<file path="src/inc/tsm_pkg.sv">
// constants, field layouts and types of the timer slave-mode controller
package tsm_pkg;

   // ----------------------------------------------------------------
   // register map (byte addresses)
   // ----------------------------------------------------------------
   localparam logic [7:0]  TSM_CTRL_OFS    = 8'h00;
   localparam logic [7:0]  TSM_SMCFG_OFS   = 8'h08;
   localparam logic [7:0]  TSM_DIE_OFS     = 8'h0c;
   localparam logic [7:0]  TSM_FLAG_OFS    = 8'h10;
   localparam logic [7:0]  TSM_CNT_OFS     = 8'h24;
   localparam logic [7:0]  TSM_RELOAD_OFS  = 8'h2c;

   // ----------------------------------------------------------------
   // reset values and writable masks
   // ----------------------------------------------------------------
   localparam logic [31:0] TSM_REG_RST     = 32'h0000_0000;
   localparam logic [15:0] TSM_RELOAD_RST  = 16'hffff;
   localparam logic [31:0] TSM_DIE_MASK    = 32'h0000_7fff;
   localparam logic [31:0] TSM_FLAG_MASK   = 32'h0000_1eff;

   // ----------------------------------------------------------------
   // field positions
   // ----------------------------------------------------------------
   localparam int          TSM_CEN_BIT     = 0;
   localparam int          TSM_DEN_LSB     = 8;
   localparam int          TSM_OVC_LSB     = 9;
   localparam int          TSM_TRG_FLAG    = 6;
   localparam int          TSM_UPD_FLAG    = 0;

   // ----------------------------------------------------------------
   // counts
   // ----------------------------------------------------------------
   localparam int          TSM_SYNC_W      = 7;
   localparam logic [4:0]  TSM_DTS_DIV     = 5'h01;

   typedef enum logic [2:0] {
      TSM_SMC_DISABLE, TSM_SMC_QUAD0, TSM_SMC_QUAD1, TSM_SMC_QUAD2,
      TSM_SMC_RESTART, TSM_SMC_PAUSE, TSM_SMC_EVENT, TSM_SMC_EXTCLK0
   } tsm_smc_t;

   typedef enum logic [2:0] {
      TSM_TRG_ITR0, TSM_TRG_ITR1, TSM_TRG_ITR2, TSM_TRG_ITR3,
      TSM_TRG_CH0ED, TSM_TRG_CH0F, TSM_TRG_CH1F, TSM_TRG_EXTF
   } tsm_trigger_select_t;

   // slave mode configuration word, bit 15 down to bit 0
   typedef struct packed {
      logic       ext_polarity;
      logic       ext_clk_mode1;
      logic [1:0] ext_prescale;
      logic [3:0] ext_trigger_filter_code;
      logic       master_slave_sync;
      tsm_trigger_select_t  trigger_select;
      logic       rsvd3;
      tsm_smc_t   slave_mode_control;
   } tsm_smcfg_t;

   // per-channel event pulses from the capture/compare channels
   typedef struct packed {
      logic [3:0] capture;
      logic [3:0] compare;
   } tsm_chan_ev_t;

   // filter code to required sample count
   function automatic logic [3:0] tsm_filt_count(input logic [3:0] code);
      logic [3:0] n;
      n = 4'h8;
      case (code)
         4'h1: n = 4'h2;
         4'h2: n = 4'h4;
         4'h4, 4'h6, 4'h8, 4'hb, 4'he: n = 4'h6;
         4'ha, 4'hd: n = 4'h5;
         default: n = 4'h8;
      endcase
      return n;
   endfunction

   // filter code to sampling divider of the dead-time clock (1 = timer clock)
   function automatic logic [5:0] tsm_filt_div(input logic [3:0] code);
      logic [5:0] d;
      d = 6'h01;
      case (code)
         4'h4, 4'h5: d = 6'h02;
         4'h6, 4'h7: d = 6'h04;
         4'h8, 4'h9: d = 6'h08;
         4'ha, 4'hb, 4'hc: d = 6'h10;
         4'hd, 4'he, 4'hf: d = 6'h20;
         default: d = 6'h01;
      endcase
      return d;
   endfunction

endpackage

</file>
<file path="src/design/tsm_slave_ctrl.sv">
// slave-mode controller, counter, enable and flag registers of a timer
`timescale 1ns/100ps

// What this block does
// master-slave sync set: trigger events go out on trigger_output instead of update events
// trigger_select picks internal triggers 0-3, chan0 edge, chan0, chan1, ext trigger
// software leaves trigger_select alone while a slave mode is active
// mode 000: no slave mode, counter runs on timer clock while enabled
// mode 001: count on chan0 edges, direction from chan1 level
// mode 010: count on chan1 edges, direction from chan0 level
// mode 011: count on both channels' edges, each giving the other's direction
// mode 100: trigger rising edge reinitialises counter and makes update event
// mode 101: counter clock enabled while trigger is high, gated while low
// mode 110: trigger rising edge sets counter enable
// mode 111: counter advances once per trigger rising edge
// one DMA enable bit per source at bits 14 to 8
// one interrupt enable bit per source at bits 7 to 0
// enable register at 0x0c, resets to zero, bits 31:15 reserved
// flag register at 0x10, flags cleared by writing zero
// software uses word accesses and writes reserved bits as zero
// ext trigger filter accepts a level seen N times; code 0 bypasses
// update flag set on every update event until software clears it
// over-capture flag set when capture hits an already set channel flag
// pause mode makes trigger events on both edges, else rising only
// filter code selects sample count and sample rate from the table
// interrupt while enabled flag set; DMA request on enabled source event
module tsm_slave_ctrl (
   // clock and reset
   input  wire  logic                mclk,
   input  wire  logic                rst_n,
   // apb slave
   input  wire  logic                psel,
   input  wire  logic                penable,
   input  wire  logic                pwrite,
   input  wire  logic [7:0]          paddr,
   input  wire  logic [31:0]         pwdata,
   output logic                      pready,
   output logic [31:0]               prdata,
   output logic                      pslverr,
   // asynchronous trigger and channel inputs
   input  wire  logic [3:0]          internal_trigger,
   input  wire  logic                chan0_filtered_in,
   input  wire  logic                chan1_filtered_in,
   input  wire  logic                ext_trigger_pin,
   // same-clock events from channel, break and commutation logic
   input  wire  tsm_pkg::tsm_chan_ev_t chan_ev,
   input  wire  logic                break_evt,
   input  wire  logic                commutation_evt,
   // outputs
   output logic                      trigger_output,
   output logic                      irq_req,
   output logic [6:0]                dma_req,
   output logic [15:0]               count_value
);
   import tsm_pkg::*;

   // ----------------------------------------------------------------
   // state
   // ----------------------------------------------------------------
   tsm_smcfg_t               smcfg_r;
   logic [31:0]              die_r;
   logic [31:0]              flags_r;
   logic                     cen_r;
   logic [15:0]              cnt_r;
   logic [15:0]              reload_r;
   logic [TSM_SYNC_W-1:0]    s1_r, s2_r, s3_r, pin_r;
   logic                     trig_prev_r, ch0_prev_r, ch1_prev_r, ext_prev_r;
   logic [2:0]               psc_r;
   logic                     filt_out_r;
   logic [3:0]               filt_cnt_r;
   logic [5:0]               samp_cnt_r;
   logic [4:0]               dts_cnt_r;

   // ----------------------------------------------------------------
   // input synchronisers
   // ----------------------------------------------------------------
   logic [TSM_SYNC_W-1:0]    pin_raw;
   assign pin_raw = {ext_trigger_pin, chan1_filtered_in, chan0_filtered_in, internal_trigger};

   genvar g;
   generate
      for (g = 0; g < TSM_SYNC_W; g++) begin : g_sync
         always_ff @(posedge mclk or negedge rst_n) begin
            if (!rst_n) begin
               s1_r[g]  <= 1'b0;
               s2_r[g]  <= 1'b0;
               s3_r[g]  <= 1'b0;
               pin_r[g] <= 1'b0;
            end else begin
               s1_r[g] <= pin_raw[g];
               s2_r[g] <= s1_r[g];
               s3_r[g] <= s2_r[g];
               // accept a change once the later two stages agree
               if (s2_r[g] == s3_r[g]) begin
                  pin_r[g] <= s3_r[g];
               end
            end
         end
      end
   endgenerate

   logic ch0, ch1, ext_pol;
   assign ch0     = pin_r[4];
   assign ch1     = pin_r[5];
   assign ext_pol = pin_r[6] ^ smcfg_r.ext_polarity;

   // ----------------------------------------------------------------
   // external trigger prescaler and filter
   // ----------------------------------------------------------------
   logic ext_psc;
   always_comb begin
      case (smcfg_r.ext_prescale)
         2'h0:    ext_psc = ext_pol;
         2'h1:    ext_psc = psc_r[0];
         2'h2:    ext_psc = psc_r[1];
         default: ext_psc = psc_r[2];
      endcase
   end

   always_ff @(posedge mclk or negedge rst_n) begin
      if (!rst_n) begin
         ext_prev_r <= 1'b0;
         psc_r      <= 3'h0;
      end else begin
         ext_prev_r <= ext_pol;
         if (ext_pol && !ext_prev_r) begin
            psc_r <= psc_r + 3'h1;
         end
      end
   end

   logic [3:0] filt_need;
   logic [5:0] filt_div;
   logic       dts_tick, samp_en;
   assign filt_need = tsm_filt_count(smcfg_r.ext_trigger_filter_code);
   assign filt_div  = tsm_filt_div(smcfg_r.ext_trigger_filter_code);
   assign dts_tick  = (dts_cnt_r == TSM_DTS_DIV - 5'h01);
   assign samp_en   = (filt_div == 6'h01) ? 1'b1 : (dts_tick && samp_cnt_r == filt_div - 6'h01);

   // dead-time clock as a tick divided down from the timer clock
   always_ff @(posedge mclk or negedge rst_n) begin
      if (!rst_n) begin
         dts_cnt_r  <= 5'h00;
         samp_cnt_r <= 6'h00;
      end else begin
         dts_cnt_r <= dts_tick ? 5'h00 : dts_cnt_r + 5'h01;
         if (dts_tick) begin
            samp_cnt_r <= (samp_cnt_r >= filt_div - 6'h01) ? 6'h00 : samp_cnt_r + 6'h01;
         end
      end
   end

   always_ff @(posedge mclk or negedge rst_n) begin
      if (!rst_n) begin
         filt_out_r <= 1'b0;
         filt_cnt_r <= 4'h0;
      end else if (smcfg_r.ext_trigger_filter_code == 4'h0) begin
         filt_out_r <= ext_psc;
         filt_cnt_r <= 4'h0;
      end else if (ext_psc == filt_out_r) begin
         filt_cnt_r <= 4'h0;
      end else if (samp_en) begin
         if (filt_cnt_r + 4'h1 >= filt_need) begin
            filt_out_r <= ext_psc;
            filt_cnt_r <= 4'h0;
         end else begin
            filt_cnt_r <= filt_cnt_r + 4'h1;
         end
      end
   end

   // ----------------------------------------------------------------
   // trigger selection and edges
   // ----------------------------------------------------------------
   logic trig_lvl, trig_rise, trig_fall, trig_evt, ch0_edge, ch1_edge;
   assign ch0_edge = ch0 ^ ch0_prev_r;
   assign ch1_edge = ch1 ^ ch1_prev_r;

   // selection is assumed steady while a slave mode is active
   always_comb begin
      case (smcfg_r.trigger_select)
         TSM_TRG_ITR0:  trig_lvl = pin_r[0];
         TSM_TRG_ITR1:  trig_lvl = pin_r[1];
         TSM_TRG_ITR2:  trig_lvl = pin_r[2];
         TSM_TRG_ITR3:  trig_lvl = pin_r[3];
         TSM_TRG_CH0ED: trig_lvl = ch0_edge;
         TSM_TRG_CH0F:  trig_lvl = ch0;
         TSM_TRG_CH1F:  trig_lvl = ch1;
         default:       trig_lvl = filt_out_r;
      endcase
   end

   assign trig_rise = trig_lvl && !trig_prev_r;
   assign trig_fall = !trig_lvl && trig_prev_r;
   assign trig_evt  = (smcfg_r.slave_mode_control == TSM_SMC_PAUSE) ?
                      (trig_rise || trig_fall) : trig_rise;

   always_ff @(posedge mclk or negedge rst_n) begin
      if (!rst_n) begin
         trig_prev_r <= 1'b0;
         ch0_prev_r  <= 1'b0;
         ch1_prev_r  <= 1'b0;
      end else begin
         trig_prev_r <= trig_lvl;
         ch0_prev_r  <= ch0;
         ch1_prev_r  <= ch1;
      end
   end

   // ----------------------------------------------------------------
   // slave mode counting
   // ----------------------------------------------------------------
   logic step, up, restart;
   always_comb begin
      step    = 1'b0;
      up      = 1'b1;
      restart = 1'b0;
      case (smcfg_r.slave_mode_control)
         TSM_SMC_DISABLE: step = cen_r;
         TSM_SMC_QUAD0: begin
            step = cen_r && ch0_edge;
            up   = ch0 ^ ch1;
         end
         TSM_SMC_QUAD1: begin
            step = cen_r && ch1_edge;
            up   = ch0 ~^ ch1;
         end
         TSM_SMC_QUAD2: begin
            step = cen_r && (ch0_edge || ch1_edge);
            up   = ch0_edge ? (ch0 ^ ch1) : (ch0 ~^ ch1);
         end
         TSM_SMC_RESTART: begin
            step    = cen_r;
            restart = trig_rise;
         end
         TSM_SMC_PAUSE:   step = cen_r && trig_lvl;
         TSM_SMC_EVENT:   step = cen_r;
         TSM_SMC_EXTCLK0: step = cen_r && trig_rise;
         default:         step = 1'b0;
      endcase
   end

   logic wrap, upd_evt;
   assign wrap    = step && (up ? (cnt_r == reload_r) : (cnt_r == 16'h0000));
   assign upd_evt = restart || wrap;

   // ----------------------------------------------------------------
   // apb decode
   // ----------------------------------------------------------------
   logic acc, wr, mapped;
   assign acc    = psel && penable && pready;
   assign wr     = acc && pwrite;
   assign mapped = (paddr == TSM_CTRL_OFS) || (paddr == TSM_SMCFG_OFS) ||
                   (paddr == TSM_DIE_OFS) || (paddr == TSM_FLAG_OFS) ||
                   (paddr == TSM_CNT_OFS) || (paddr == TSM_RELOAD_OFS);

   always_ff @(posedge mclk or negedge rst_n) begin
      if (!rst_n) begin
         cnt_r <= TSM_REG_RST[15:0];
      end else if (wr && paddr == TSM_CNT_OFS) begin
         cnt_r <= pwdata[15:0];
      end else if (restart) begin
         cnt_r <= 16'h0000;
      end else if (step) begin
         if (up) begin
            cnt_r <= wrap ? 16'h0000 : cnt_r + 16'h0001;
         end else begin
            cnt_r <= wrap ? reload_r : cnt_r - 16'h0001;
         end
      end
   end

   // event mode start wins over a software write in the same cycle
   always_ff @(posedge mclk or negedge rst_n) begin
      if (!rst_n) begin
         cen_r <= 1'b0;
      end else if (smcfg_r.slave_mode_control == TSM_SMC_EVENT && trig_rise) begin
         cen_r <= 1'b1;
      end else if (wr && paddr == TSM_CTRL_OFS) begin
         cen_r <= pwdata[TSM_CEN_BIT];
      end
   end

   // reserved bits are not stored and read as zero
   always_ff @(posedge mclk or negedge rst_n) begin
      if (!rst_n) begin
         smcfg_r  <= tsm_smcfg_t'(TSM_REG_RST[15:0]);
         die_r    <= TSM_REG_RST;
         reload_r <= TSM_RELOAD_RST;
      end else if (wr) begin
         if (paddr == TSM_SMCFG_OFS) begin
            smcfg_r       <= tsm_smcfg_t'(pwdata[15:0]);
            smcfg_r.rsvd3 <= 1'b0;
         end
         if (paddr == TSM_DIE_OFS) begin
            die_r <= pwdata & TSM_DIE_MASK;
         end
         if (paddr == TSM_RELOAD_OFS) begin
            reload_r <= pwdata[15:0];
         end
      end
   end

   // ----------------------------------------------------------------
   // flags, interrupt and dma requests
   // ----------------------------------------------------------------
   logic [31:0] flag_set;
   always_comb begin
      flag_set                  = 32'h0000_0000;
      flag_set[TSM_UPD_FLAG]    = upd_evt;
      flag_set[4:1]             = chan_ev.capture | chan_ev.compare;
      flag_set[5]               = commutation_evt;
      flag_set[TSM_TRG_FLAG]    = trig_evt;
      flag_set[7]               = break_evt;
      flag_set[12:TSM_OVC_LSB]  = chan_ev.capture & flags_r[4:1];
   end

   // a set in the clearing cycle survives the write
   always_ff @(posedge mclk or negedge rst_n) begin
      if (!rst_n) begin
         flags_r <= TSM_REG_RST;
      end else if (wr && paddr == TSM_FLAG_OFS) begin
         flags_r <= ((flags_r & pwdata) | flag_set) & TSM_FLAG_MASK;
      end else begin
         flags_r <= (flags_r | flag_set) & TSM_FLAG_MASK;
      end
   end

   always_ff @(posedge mclk or negedge rst_n) begin
      if (!rst_n) begin
         irq_req        <= 1'b0;
         dma_req        <= 7'h00;
         trigger_output <= 1'b0;
         count_value    <= 16'h0000;
      end else begin
         irq_req        <= |(flags_r[7:0] & die_r[7:0]);
         dma_req        <= flag_set[6:0] & die_r[14:TSM_DEN_LSB];
         trigger_output <= smcfg_r.master_slave_sync ? trig_evt : upd_evt;
         count_value    <= cnt_r;
      end
   end

   // ----------------------------------------------------------------
   // apb answer: one wait state, data from a register
   // ----------------------------------------------------------------
   always_ff @(posedge mclk or negedge rst_n) begin
      if (!rst_n) begin
         pready  <= 1'b0;
         prdata  <= 32'h0000_0000;
         pslverr <= 1'b0;
      end else begin
         pready  <= psel && penable && !pready;
         pslverr <= psel && penable && !pready && !mapped;
         prdata  <= 32'h0000_0000;
         if (psel && penable && !pready && !pwrite) begin
            case (paddr)
               TSM_CTRL_OFS:   prdata <= {31'h0, cen_r};
               TSM_SMCFG_OFS:  prdata <= {16'h0000, smcfg_r};
               TSM_DIE_OFS:    prdata <= die_r;
               TSM_FLAG_OFS:   prdata <= flags_r;
               TSM_CNT_OFS:    prdata <= {16'h0000, cnt_r};
               TSM_RELOAD_OFS: prdata <= {16'h0000, reload_r};
               default:        prdata <= 32'h0000_0000;
            endcase
         end
      end
   end

   // ----------------------------------------------------------------
   // checks
   // ----------------------------------------------------------------
   logic cnt_wr;
   assign cnt_wr = wr && paddr == TSM_CNT_OFS;

   restart_clear_a: assert property (@(posedge mclk) disable iff (!rst_n)
      (smcfg_r.slave_mode_control == TSM_SMC_RESTART && trig_rise && !cnt_wr)
      |=> (cnt_r == 16'h0000) && flags_r[TSM_UPD_FLAG])
      else $error("restart did not clear counter");
   pause_hold_a: assert property (@(posedge mclk) disable iff (!rst_n)
      (smcfg_r.slave_mode_control == TSM_SMC_PAUSE && !trig_lvl && !cnt_wr)
      |=> cnt_r == $past(cnt_r))
      else $error("counter moved while paused");
   event_start_a: assert property (@(posedge mclk) disable iff (!rst_n)
      (smcfg_r.slave_mode_control == TSM_SMC_EVENT && trig_rise) |=> cen_r)
      else $error("event mode did not start counter");
   free_count_a: assert property (@(posedge mclk) disable iff (!rst_n)
      (smcfg_r.slave_mode_control == TSM_SMC_DISABLE && cen_r && !cnt_wr
       && cnt_r != reload_r) |=> cnt_r == $past(cnt_r) + 16'h0001)
      else $error("counter did not step on timer clock");
   upd_flag_a: assert property (@(posedge mclk) disable iff (!rst_n)
      upd_evt |=> flags_r[TSM_UPD_FLAG])
      else $error("update flag not set");
   overcap_a: assert property (@(posedge mclk) disable iff (!rst_n)
      (chan_ev.capture[0] && flags_r[1]) |=> flags_r[TSM_OVC_LSB])
      else $error("over-capture flag not set");
   trig_both_a: assert property (@(posedge mclk) disable iff (!rst_n)
      (smcfg_r.slave_mode_control == TSM_SMC_PAUSE && trig_fall)
      |=> flags_r[TSM_TRG_FLAG])
      else $error("falling edge in pause made no trigger event");
   sync_out_a: assert property (@(posedge mclk) disable iff (!rst_n)
      (smcfg_r.master_slave_sync && trig_evt) |=> trigger_output)
      else $error("trigger not propagated");
   dma_trig_a: assert property (@(posedge mclk) disable iff (!rst_n)
      (trig_evt && die_r[14]) |=> dma_req[6] ##1 !dma_req[6] || $past(trig_evt))
      else $error("trigger dma request missing");
   irq_level_a: assert property (@(posedge mclk) disable iff (!rst_n)
      (|(flags_r[7:0] & die_r[7:0])) |=> irq_req)
      else $error("interrupt not raised");
   apb_wait_a: assert property (@(posedge mclk) disable iff (!rst_n)
      (psel && !penable) |=> !pready ##1 (pready || !penable))
      else $error("apb answer timing wrong");

   restart_cov: cover property (@(posedge mclk) disable iff (!rst_n)
      smcfg_r.slave_mode_control == TSM_SMC_RESTART && trig_rise);
   quad_cov: cover property (@(posedge mclk) disable iff (!rst_n)
      smcfg_r.slave_mode_control == TSM_SMC_QUAD2 && step && !up);
   event_cov: cover property (@(posedge mclk) disable iff (!rst_n)
      smcfg_r.slave_mode_control == TSM_SMC_EVENT && trig_rise ##1 cen_r);

endmodule

</file>
<file path="config.mk">
export PLATFORM = sky130hd
export DESIGN_NAME = tsm_slave_ctrl
export DESIGN_NICKNAME = d
export VERILOG_FILES = /design/src/inc/tsm_pkg.sv /design/src/design/tsm_slave_ctrl.sv
export SDC_FILE = /design/constraint.sdc
export NUM_CORES = 1
export LEC_CHECK = 0
export CORE_ASPECT_RATIO = 1.1
export CORE_UTILIZATION = 30
export CTS_CLUSTER_SIZE = 14
export DETAILED_ROUTE_END_ITERATION = 12
export DONT_BUFFER_PORTS = 1
export HOLD_SLACK_MARGIN = 0.1
export REMOVE_ABC_BUFFERS = 1
export SLEW_MARGIN = 20
export SYNTH_ARGS = -nofsm -noshare
export SYNTH_HDL_FRONTEND = slang
export SYNTH_SLANG_ARGS = --single-unit
</file>
<file path="constraint.sdc">
create_clock -name mclk -period 8.25 [get_ports mclk]
set_clock_uncertainty 0.15 [all_clocks]
set_input_delay 1.2375 -clock mclk [delete_from_list [all_inputs] [get_ports mclk]]
set_output_delay 1.2375 -clock mclk [all_outputs]
set_load 0.005 [all_outputs]
</file>
==> run summary <==
post-synthesis mux area share = 9.88%
antenna cells = 0
Post-synth EDFFs = 0
Power Total = 2190 uW
via count = 6158
worst hold path startpoint = s1_r[2]$_DFF_PN0_
post-CTS sizing = 0
Std-Cell Rows = 64
Final Hold Viols = 0
first drt pass iteration count = 5
CTS Hold Bufs = 0
commonest non-fill, non-tap cell in the layout = dfrtp_1
reg2reg path depth = 11
I/O Pins = 121
primary flip-flop cell chosen by synthesis mapping = dfrtp_1
Die Width = 164 microns
GRT Residual Overflow = 0
worst skew pair latency = 0.43 ns
vias per inst = 5.35
WP data required = 8.42 ns
CTS Buffer Depth = 2
post-synthesis async set-or-reset flop share = 100%
post-DR wirelength/cell = 19.6 microns
max_cap viols = 0
period utilization = 45.2%
Filler Cell Count = 2836
area grow syn2layout = 8.85%
most frequent cells in the layout = dfrtp_1 (153), nand2_1 (76), mux2_2 (58), nor2_1 (48), o21ai_0 (41)
post-route cell area = 9400 sq um
largest net degree at the start of global routing = 170
clock sink count = 169
Clk pin slew, worst setup/hold paths = 0.08 ns
kind of critical path = input port to flop
Place WS = 4.19 ns
total wire length = 22500 microns
Cell Area, Placed = 8830 sq um
die area = 29500 sq um
Post-Syn Area per Cell = 10.8 sq um
Root Buffer = clkbuf_16
final setup vio count = 0
Worst-Margin Slew = 1.00 ns
run status = completed
chip height = 180 microns
Power Dens Cells = 233 nW/um^2
Starting DRT DRC Count = 516
layout cells sized above 1 = 16.9%
Post-CTS Setup Bufs = 0
Post-Synth Adder-Cell Area = 4.00%
sequential share of the synthesized area = 49.2%
# nets final = 859
Slew Viols, Final = 0
XOR/XNOR Fraction of Synth Area = 5.17%
CP Launch Point = paddr[5]
vias in the first global route = 5779
CP Launch Type = input port
minimum hold slack = 0.199 ns
Worst slew margin = 32.9%
Crit path arrival time = 3.90 ns
FF+latch count, synth = 169
Gate Count Post-Synth = 802
H-tree depth = 4
core region area = 28000 sq um
min Tclk post-route = 3.73 ns
element type at the critical path end = flop
Mapped Area = 8630 sq um
Yosys cell types = 76
peak supply drop = 0.000126 V
largest family of logic cells by synthesized area = simple AND/OR/NAND/NOR gates
Routed Antenna Nets = 0
Initial Util = 30.8%
Synth Area in Compound Gates = 13.2%
CTS tree = yes
Final GP Congestion = 0.873
final worst setup slack = 4.52 ns
Port Buffers = 0
Post-DP HPWL = 15900 microns
simple-gate share of the synthesized area = 13.7%
RSZ-0062 raised after global routing = no
gr usage total = 15.7%
R2R Path Start = smcfg_r[10]$_DFFE_PN0P_
initial antenna violation count = 0
DRC = 0
fmax = 0.268 GHz
first-pass GRT wire length = 35000 microns
hold path cells = 0
CTS Buf Count = 17
Synth Warn # = 0
Crit Path Max Fanout = 12
HP Class = flop to flop
leakage = 0.00383 uW
setup_tns = 0 ns
-- final cells by class --
| cell class | count | area (sq um) | area share [%] |
|---|---|---|---|
| inverters | 20 | 75.1 | 0.799 |
| repair buffers | 2 | 15.0 | 0.160 |
| multi-input cells | 565 | 4030 | 42.9 |
| well taps | 363 | 454 | 4.83 |
| flip-flops and latches | 169 | 4250 | 45.2 |
| clock buffers | 17 | 425 | 4.53 |
| clock inverters | 15 | 148 | 1.57 |
-- critical path: stages --
cell,delay [ns]
or3_1,0.38
or3_1,0.43
nor2_1,0.78
nand2_1,0.61
o21ai_0,0.38
nand2_1,0.08
-- kinds of logic (layout without fill, tap and decap cells) --
logic type / Yosys count / after routing
other cells: 2 / 17
mux: 75 / 75
xor+xnor: 51 / 51
fa+ha+maj: 29 / 29
simple gates: 227 / 227
compound gates: 166 / 166
buf+inv: 83 / 54
flops: 169 / 169
-- synthesized netlist by cell type, types with 9 or more instances --
cell / n / share of area (%)
xnor2_1: 31 / 3.1
nor2_1: 48 / 2.1
nand2_1: 76 / 3.3
inv_1: 20 / 0.87
nor3_1: 10 / 0.58
nand4_1: 12 / 0.87
mux2_2: 58 / 7.6
ha_1: 22 / 3.2
nand3_1: 13 / 0.75
a222oi_1: 11 / 1.3
buf_2: 12 / 0.70
o211ai_1: 9 / 0.78
xor2_1: 20 / 2.0
o21ai_0: 41 / 2.4
a22oi_1: 12 / 1.0
mux2i_1: 14 / 1.6
buf_4: 16 / 1.4
clkbuf_1: 30 / 1.3
dfstp_2: 16 / 4.9
dfrtp_1: 153 / 44
nor2b_1: 12 / 0.87
a21oi_1: 37 / 2.1
-- through the flow --
step           instances  util (%)
3_3_place_gp        1119      31.5
5_1_grt             1151      33.5
6_report            1151      33.5
2_1_floorplan        754         -
3_5_place_dp        1119      31.5
4_1_cts             1151      33.5
-- per-layer routing --
| metal | global-route usage (%) | share of wire, % | vias to the layer above |
|---|---|---|---|
| li1 | - | - | 2781 |
| met1 | 22.4 | 45 | 3128 |
| met2 | 22.5 | 45 | 225 |
| met3 | 5.03 | 8.0 | 24 |
| met4 | 4.56 | 1.4 | 0 |
| met5 | 0 | 0 | - |
-- power breakdown --
group / internal, uW / switching [uW] / total, uW
Clock: 403 / 382 / 786
Sequential: 914 / 150 / 1060
Combinational: 166 / 175 / 341
-- sequential cells by signal, indices dropped and copies added (netlist names), 3 cells and up --
signal       count
psc_r            3
filt_cnt_r       4
flags_r         12
smcfg_r         15
dts_cnt_r        5
samp_cnt_r       6
s3_r             7
s1_r             7
dma_req          7
cnt_r           16
count_value     16
prdata          16
die_r           15
reload_r        16
s2_r             7
pin_r            5
-- worst paths after layout --
kind	to	slack (ns)
max	flags_r[3]$_DFF_PN0_	4.52
min	s2_r[2]$_DFF_PN0_	0.20
max reg2reg	samp_cnt_r[5]$_DFFE_PN0N_	4.81
min reg2reg	s2_r[2]$_DFF_PN0_	0.20
max in group asynchronous	reload_r[3]$_DFFE_PN1P_	7.20
min in group asynchronous	count_value[14]$_DFF_PN0_	0.36
Power figures use the tool's default switching activity.
